**src/mtac_defines.svh**
```systemverilog
// register offsets, field positions and reset values of the abort counters
`ifndef MTAC_DEFINES_SVH
`define MTAC_DEFINES_SVH

// ----------------------------------------------------------------
// register indices (byte address is four times the index)
// ----------------------------------------------------------------
`define MTAC_UND_IDX 10'h334
`define MTAC_ALL_IDX 10'h338
`define MTAC_CTRL_IDX 10'h000
`define MTAC_IDX_LSB 2
`define MTAC_IDX_MSB 11
`define MTAC_HI_MSB 31
`define MTAC_HI_LSB 12

// ----------------------------------------------------------------
// fields and reset values
// ----------------------------------------------------------------
`define MTAC_CTRL_LATCH_BIT 0
`define MTAC_CTRL_RST 1'h0
`define MTAC_CNT_RST 32'h00000000
`define MTAC_CNT_ONE 32'h00000001
`define MTAC_MSB_LANE 2'h0

`endif

```
**src/mtac_pkg.sv**
```systemverilog
// types shared by the abort counter block
package mtac_pkg;

   // ----------------------------------------------------------------
   // data types
   // ----------------------------------------------------------------
   typedef logic [31:0] mtac_word_t;
   typedef logic [7:0] mtac_byte_t;

   // register group selected by a bus address
   typedef enum logic [1:0] {
      MTAC_SEL_NONE,
      MTAC_SEL_CTRL,
      MTAC_SEL_UND,
      MTAC_SEL_ALL
   } mtac_sel_t;

endpackage

```
**src/mtac_abort_ctr.sv**
```systemverilog
// one wrapping 32-bit event counter with a read snapshot
`timescale 1ns/10ps
`default_nettype none
`include "mtac_defines.svh"

module mtac_abort_ctr
   import mtac_pkg::*;
(
   input wire logic clk,
   input wire logic rst,
   input wire logic inc,
   input wire logic cap,
   output logic [31:0] count,
   output logic [31:0] snap
);

   // ----------------------------------------------------------------
   // counter
   // ----------------------------------------------------------------
   mtac_word_t count_ff;
   mtac_word_t nxt_count;
   mtac_word_t snap_ff;

   // plain add, the carry out of bit 31 is dropped so all-ones wraps
   assign nxt_count = count_ff + `MTAC_CNT_ONE;

   // only reset clears the count; inc is the only other path that touches it
   always_ff @(posedge clk) begin
      if (rst) begin
         count_ff <= `MTAC_CNT_RST;
      end else if (inc) begin
         count_ff <= nxt_count;
      end
   end

   // snapshot keeps a multi-byte read coherent
   always_ff @(posedge clk) begin
      if (rst) begin
         snap_ff <= `MTAC_CNT_RST;
      end else if (cap) begin
         snap_ff <= count_ff;
      end
   end

   assign count = count_ff;
   assign snap = snap_ff;
endmodule
`default_nettype wire

```
**src/mtac_top.sv**
```systemverilog
// transmit abort statistics counters behind an ahb-lite slave
`timescale 1ns/10ps
`default_nettype none
`include "mtac_defines.svh"

module mtac_top
   import mtac_pkg::*;
(
   input wire logic CLOCK,
   input wire logic RESET,
   input wire logic UNDERRUN_ABORT,
   input wire logic ANY_ABORT,
   input wire logic HSEL,
   input wire logic [31:0] HADDR,
   input wire logic [1:0] HTRANS,
   input wire logic HWRITE,
   input wire logic [2:0] HSIZE,
   input wire logic [31:0] HWDATA,
   input wire logic HREADY,
   output logic HREADYOUT,
   output logic HRESP,
   output logic [31:0] HRDATA
);

   // ----------------------------------------------------------------
   // declarations
   // ----------------------------------------------------------------
   logic und_inc;
   logic all_inc;
   logic acc;
   logic rd_acc;
   logic wr_acc;
   logic [9:0] idx;
   logic [1:0] lane;
   mtac_sel_t sel;
   logic cap_und;
   logic cap_all;
   logic latch_ff;
   logic wr_ctrl_ff;
   mtac_word_t und_cnt;
   mtac_word_t und_snap;
   mtac_word_t all_cnt;
   mtac_word_t all_snap;
   mtac_word_t src;
   mtac_word_t nxt_rdata;
   mtac_word_t rdata_ff;

   // ----------------------------------------------------------------
   // event inputs
   // ----------------------------------------------------------------

   // strobes come from the mac transmit path on this clock
   assign und_inc = UNDERRUN_ABORT;
   // an underrun abort is an abort too, so it feeds the total
   assign all_inc = ANY_ABORT | UNDERRUN_ABORT;

   // ----------------------------------------------------------------
   // counters
   // ----------------------------------------------------------------

   // underrun-caused aborts
   mtac_abort_ctr u_und_ctr (
      .clk(CLOCK),
      .rst(RESET),
      .inc(und_inc),
      .cap(cap_und),
      .count(und_cnt),
      .snap(und_snap)
   );

   // aborts for any reason
   mtac_abort_ctr u_all_ctr (
      .clk(CLOCK),
      .rst(RESET),
      .inc(all_inc),
      .cap(cap_all),
      .count(all_cnt),
      .snap(all_snap)
   );

   // ----------------------------------------------------------------
   // address phase decode
   // ----------------------------------------------------------------

   // a transfer is taken when selected, nonseq/seq and bus ready
   assign acc = HSEL && HREADY && HTRANS[1];
   assign rd_acc = acc && !HWRITE;
   assign wr_acc = acc && HWRITE;
   assign idx = HADDR[`MTAC_IDX_MSB:`MTAC_IDX_LSB];
   assign lane = idx[1:0];

   // pick the register group; upper address bits must be zero
   always_comb begin
      sel = MTAC_SEL_NONE;
      if (HADDR[`MTAC_HI_MSB:`MTAC_HI_LSB] == 20'h00000) begin
         if (idx == `MTAC_CTRL_IDX) begin
            sel = MTAC_SEL_CTRL;
         end else if ((idx & 10'h3FC) == `MTAC_UND_IDX) begin
            sel = MTAC_SEL_UND;
         end else if ((idx & 10'h3FC) == `MTAC_ALL_IDX) begin
            sel = MTAC_SEL_ALL;
         end
      end
   end

   // a read of the top byte in latch mode freezes the whole count
   assign cap_und = rd_acc && latch_ff && (sel == MTAC_SEL_UND)
      && (lane == `MTAC_MSB_LANE);
   assign cap_all = rd_acc && latch_ff && (sel == MTAC_SEL_ALL)
      && (lane == `MTAC_MSB_LANE);

   // ----------------------------------------------------------------
   // read data
   // ----------------------------------------------------------------

   // top byte reads live; lower bytes read the snapshot in latch mode
   always_comb begin
      src = `MTAC_CNT_RST;
      case (sel)
         MTAC_SEL_UND: begin
            src = (latch_ff && (lane != `MTAC_MSB_LANE)) ? und_snap : und_cnt;
         end
         MTAC_SEL_ALL: begin
            src = (latch_ff && (lane != `MTAC_MSB_LANE)) ? all_snap : all_cnt;
         end
         default: begin
            src = `MTAC_CNT_RST;
         end
      endcase
   end

   // lowest location gives bits 31:24, highest gives bits 7:0
   always_comb begin
      nxt_rdata = `MTAC_CNT_RST;
      case (sel)
         MTAC_SEL_CTRL: begin
            nxt_rdata = {31'h0, latch_ff};
         end
         MTAC_SEL_UND, MTAC_SEL_ALL: begin
            case (lane)
               2'h0: nxt_rdata = {24'h000000, src[31:24]};
               2'h1: nxt_rdata = {24'h000000, src[23:16]};
               2'h2: nxt_rdata = {24'h000000, src[15:8]};
               default: nxt_rdata = {24'h000000, src[7:0]};
            endcase
         end
         default: begin
            nxt_rdata = `MTAC_CNT_RST;
         end
      endcase
   end

   // read data is loaded at the address phase edge
   always_ff @(posedge CLOCK) begin
      if (RESET) begin
         rdata_ff <= `MTAC_CNT_RST;
      end else if (rd_acc) begin
         rdata_ff <= nxt_rdata;
      end
   end

   // ----------------------------------------------------------------
   // write path
   // ----------------------------------------------------------------

   // only the control word is writable; counter bytes ignore writes
   always_ff @(posedge CLOCK) begin
      if (RESET) begin
         wr_ctrl_ff <= 1'h0;
      end else if (HREADY) begin
         wr_ctrl_ff <= wr_acc && (sel == MTAC_SEL_CTRL);
      end
   end

   // latch mode bit takes the data phase write
   always_ff @(posedge CLOCK) begin
      if (RESET) begin
         latch_ff <= `MTAC_CTRL_RST;
      end else if (wr_ctrl_ff) begin
         latch_ff <= HWDATA[`MTAC_CTRL_LATCH_BIT];
      end
   end

   // ----------------------------------------------------------------
   // bus outputs
   // ----------------------------------------------------------------

   // zero wait states, always okay
   assign HREADYOUT = 1'h1;
   assign HRESP = 1'h0;
   assign HRDATA = rdata_ff;
endmodule
`default_nettype wire

```
**config.mk**
```make
export PLATFORM = sky130hd
export DESIGN_NAME = mtac_top
export DESIGN_NICKNAME = d
export VERILOG_FILES = /design/src/mtac_pkg.sv /design/src/mtac_abort_ctr.sv /design/src/mtac_top.sv
export VERILOG_INCLUDE_DIRS = /design/src /design/src/src
export SDC_FILE = /design/constraint.sdc
export NUM_CORES = 1
export LEC_CHECK = 0
export BUFFER_PORTS_ARGS = -buffer_cell sky130_fd_sc_hd__buf_2
export CAP_MARGIN = 25
export CORE_UTILIZATION = 45
export DETAILED_ROUTE_END_ITERATION = 10
export PLACE_DENSITY = 0.7
export RECOVER_POWER = 50
export SYNTH_ARGS = -nofsm -noshare
export SYNTH_HDL_FRONTEND = slang
export SYNTH_SLANG_ARGS = --single-unit
```
**constraint.sdc**
```tcl
create_clock -name CLOCK -period 4.2 [get_ports CLOCK]
set_clock_uncertainty 0.15 [all_clocks]
set_input_delay 0.42 -clock CLOCK [delete_from_list [all_inputs] [get_ports CLOCK]]
set_output_delay 0.42 -clock CLOCK [all_outputs]
set_load 0.03 [all_outputs]
```
## After elaboration in Yosys (flattened, before gate mapping)

Index checks and enable logic that the tools add are counted.

| operators by class | value |
|---|---|
| $add $sub $neg | 2 |
| equality and inequality tests | 7 |
| multiplexer cells | 9 |
| bitwise operators | 1 |
| reduce and logical (&&, ||, !) cells | 17 |

Operators with widths:

| cell | count |
|---|---|
| $add A32 B1 Y32 const B | 2 |
| $mux W32 | 2 |
| $pmux W32 S2 | 1 |
| $pmux W8 S3 | 1 |
| $logic_not A20 Y1 | 1 |
| $eq A8 B8 Y1 const B | 2 |
| $pmux W8 S2 | 1 |
| $logic_and A1 B1 Y1 | 11 |
| $logic_not A10 Y1 | 1 |
| $mux W2 | 4 |
| $eq A2 B2 Y1 const B | 3 |
| $eq A2 B1 Y1 const B | 2 |
| $logic_not A2 Y1 | 1 |
| $reduce_bool A2 Y1 | 1 |
| $reduce_or A2 Y1 | 1 |
| $logic_not A1 Y1 | 1 |
| $or A1 B1 Y1 | 1 |

| storage, ports and cells | value |
|---|---|
| flip-flop bits (word level) | 162 |
| output and inout bits | 34 |
| logic and storage cells | 43 |

## Depth between registers and ports, before layout

| logic depth | value |
|---|---|
| word-level depth | 9 |
| mapped depth | 9 |
| mapped depth without buffers | 6 |

## Modules after synthesis

From an unflattened synthesis, not the netlist that was laid out.

| unflattened totals | value |
|---|---|
| cell total of the unflattened synthesis | 803 |
| area, all modules | 7,114.3 um2 |

By module, submodules not included:

| module | times used | cells an instance | area an instance (um2) | sequential area each (um2) |
|---|---|---|---|---|
| mtac_abort_ctr | 2 | 282 | 2,672.6 | 1,281.2 |
| mtac_top | 1 | 239 | 1,769.2 | 200.2 |

## Worst setup path after synthesis

No wires, ideal clock.

| timing path | value |
|---|---|
| path type | input to register |
| start | input port HADDR[26] |
| end | register u_und_ctr.snap_ff[10] (netlist: u_und_ctr.snap[10]) |
| data arrival time | 2,288 ps |
| required time | 3,918 ps |
| slack | 1,630 ps |
| stages on the path | 8 |
| buffers on the path | 2 |
| cells stage by stage | or4_4 > or3_1 > or3_4 > or3_1 > buf_2 > buf_6 > nand2_1 > a21oi_1 |

| on the way | value |
|---|---|
| word-level cells in the longest chain between the ends | 5 |

Ends and longest elaborated chain:

| what | RTL line | RTL |
|---|---|---|
| start: declaration | mtac_top.sv:14 | `input wire logic [31:0] HADDR,` |
| $logic_not A20 Y1 | mtac_top.sv:95 | `` if (HADDR[`MTAC_HI_MSB:`MTAC_HI_LSB] == 20'h00000) begin `` |
| $mux W2 | mtac_top.sv:95 |  |
| $eq A2 B2 Y1 | mtac_top.sv:107 | `assign cap_und = rd_acc && latch_ff && (sel == MTAC_SEL_UND)` |
| $logic_and A1 B1 Y1 (2 in a row) | mtac_top.sv:107 |  |
| end signal: assignment | mtac_abort_ctr.sv:39 | `` snap_ff <= `MTAC_CNT_RST; `` |
| end signal: assignment | mtac_abort_ctr.sv:41 | `snap_ff <= count_ff;` |
| end: declaration | mtac_abort_ctr.sv:22 | `mtac_word_t snap_ff;` |

Every way passes these cells.
A chain may end at the register's enable or synchronous reset.

## Final worst setup path

| timing path | value |
|---|---|
| start | input port RESET |
| end | register u_und_ctr.snap_ff[19] (netlist: u_und_ctr.snap[19]) |

RTL lines:

| what | RTL line | RTL |
|---|---|---|
| start: declaration | mtac_top.sv:10 | `input wire logic RESET,` |

No word-level cell between the ends.

==> run metrics <==
Setup crit end kind flip-flop; Antenna Nets Post-Route 0; non-filler cells, final 1,020; YS warnings 0; Setup violations, final 0; initial core utilization 46.7%; Final Slew Violations 61; Post-CTS Resized 0; Tot GR Track Use 22.4%; DRC errors left 0; ys async rst share 0%; most common cell after layout, fill and taps aside nand2_1; clock sinks 122; Final Power 2.99 mW; maximum vdd ir drop 0.458 mV; ranking of synthesized cells by area dfxtp_1 (39%), nand2_1 (11%), a21oi_1 (6.4%); met3 WL 1.06 mm; total negative slack 0 ns; fin crit share 72.8%; TritonCTS clock tree yes; die height 120 µm; core outline area 13,500 µm²; number of flops mapped to enable cells by yosys 0; flops & latches, synth 122; Vias 5,593; Post-Synthesis Cell Area 6290 µm²; IO buf count 46; wl on met1 7.37 mm; drt wl/cell 15.4 µm; clock latency on the worst-skew pair 0.42 ns; drt first pass iters 5; layout cell share with drive strength beyond 1 10.9%; PD cells 419 nW/µm²; crit path kind primary input to flip-flop; final hold violations 0; FP Rows 42; Setup Fix Bufs, Post-CTS 0; Hold WC Path Type primary input to flip-flop; Clock Path Buffers 2; number of fill cells in the layout 1,309; WHS Endpoint latch_ff; most frequent cells in the layout nand2_1 (178), dfxtp_1 (122), a21oi_1 (80), nor2_1 (70), nand3_1 (42); Placed Cells 989; largest net degree at the start of global routing 61; CTS H-tree depth 4; Post-DP HPWL 10.8 mm; RSZ-0062 raised after global routing false; failing checks max-capacitance violations, max-slew violations; CTS root buf clkbuf_16; Worst R2R Setup Slack 1.58 ns; WP data arrival 3.06 ns; total CTS buffers 17; ys flop type dfxtp_1; Hold Buf Count CTS 0; Synth area leader dfxtp_1; max_slew headroom -78.9%; I/O pin total 110; CTS clk-pin slew, worst paths 0.05 ns; register area share after synthesis 38.9%; minimum clock period 3.06 ns; synth unique cells 55; vias in the first global route 4,916; # diodes 0; initial DRC count 479; max layer used met4; static leakage 2.54 nW; final layout net count 910; worst reg2reg startpoint latch_ff; actual slew at the worst max-slew pin 2.68 ns; GPL Wtd Cong 0.868; Mean Syn Cell Area 7.74 µm²; hold path depth 3; Worst EP required 4.21 ns; WL met2 6.99 mm; critical-path maximum fanout 60; drt total wl 15.7 mm; status complete, but fails checks; reg2reg end HRDATA[3]; hold path startpoint HWDATA[0]; MaxCap Viol Count 1; share of the synthesized area in the top cell type 38.9%; Register-to-Register Path Depth 6; Area growth syn-to-layout 13.5%; fmax 327 MHz; Synth Instances 812; die area 14,400 µm²; remaining global-route overflow 0; initial antenna violation count 0; startpoint types primary input; Via density 5.48; first-pass GRT wire length 25.0 mm; Die X 120 µm
## stage by stage
step	instance area, µm²	util [%]	setup slack, ns	hold slack, ns
6_report	7130	53.0	1.14	0.0922
5_1_grt	7130	53.0	0.889	0.0932
4_1_cts	7160	53.2	1.57	0.0783
3_5_place_dp	6480	48.2	1.16	0.294
3_3_place_gp	6480	48.2	1.17	0.287
2_1_floorplan	6380	-	1.63	0.277
## layout make-up
class / count / area (µm²) / area share (%)
multi-input cells: 629 / 3490 / 48.9
clock inverters: 12 / 245 / 3.44
repair buffers: 56 / 285 / 4.00
well taps: 176 / 220 / 3.09
inverters: 6 / 22.5 / 0.316
flip-flops and latches: 122 / 2440 / 34.2
clock buffers: 19 / 433 / 6.07
## cells by family after synthesis
logic type      after synthesis  synth area share [%]
buf+inv                      85                  7.19
other cells                   2                 0.119
mux                          30                  4.90
flops                       122                  38.9
fa+ha+maj                     2                 0.398
xor+xnor                     51                  7.11
compound gates              134                  12.9
simple gates                386                  28.6
## registers in the layout, summed over array words and instances (netlist names)
| name | count |
|---|---|
| u_all_ctr.count | 32 |
| wr_ctrl_ff | 1 |
| u_und_ctr.snap | 24 |
| HRDATA | 8 |
| u_und_ctr.count | 32 |
| latch_ff | 1 |
| u_all_ctr.snap | 24 |
## per-layer routing
metal / vias to the layer above / track usage [%]
met4: 0 / 7.89
li1: 2787 / -
met3: 22 / 4.91
met1: 2608 / 31.1
met5: - / 0
met2: 176 / 34.2
## power breakdown
part           switching, mW  leakage, nW  internal, mW
clock                  0.521        0.327          1.17
combinational         0.0913         1.23        0.0331
sequential           0.00938        0.983          1.16
total                  0.622         2.54          2.36
## worst max-delay path, stage by stage
cell and delay (ns):
buf_4 0.47, clkbuf_1 1.95, a21oi_1 0.15
## worst max-delay path by stage
stage | startpoint | endpoint | slack (ns) | cells after the start
4_1_cts | HADDR[26] | u_und_ctr.snap[19] | 1.57 | 7
2_1_floorplan | HADDR[26] | u_und_ctr.snap[10] | 1.63 | 8
3_5_place_dp | HADDR[26] | u_und_ctr.snap[3] | 1.16 | 7
3_3_place_gp | HADDR[26] | u_und_ctr.snap[13] | 1.17 | 7
6_report | RESET | u_und_ctr.snap[19] | 1.14 | 3
5_1_grt | RESET | u_all_ctr.count[31] | 0.89 | 3
## cells in the mapped netlist (all sizes together), types with 3 or more instances
| library cell | n |
|---|---|
| nand2 | 178 |
| dfxtp | 122 |
| a21oi | 80 |
| nor2 | 70 |
| nand3 | 42 |
| buf | 41 |
| clkbuf | 38 |
| xor2 | 38 |
| mux2i | 24 |
| nand4 | 17 |
| o21ai | 16 |
| or3 | 16 |
| and3 | 13 |
| nor3 | 13 |
| xnor2 | 13 |
| nor4 | 10 |
| a221oi | 9 |
| and4 | 9 |
| inv | 6 |
| mux2 | 6 |
| and2 | 4 |
| o31ai | 4 |
| a22o | 3 |
| a41o | 3 |
| nor2b | 3 |
| o221ai | 3 |
Note: power is estimated with default switching activity, not from simulation.
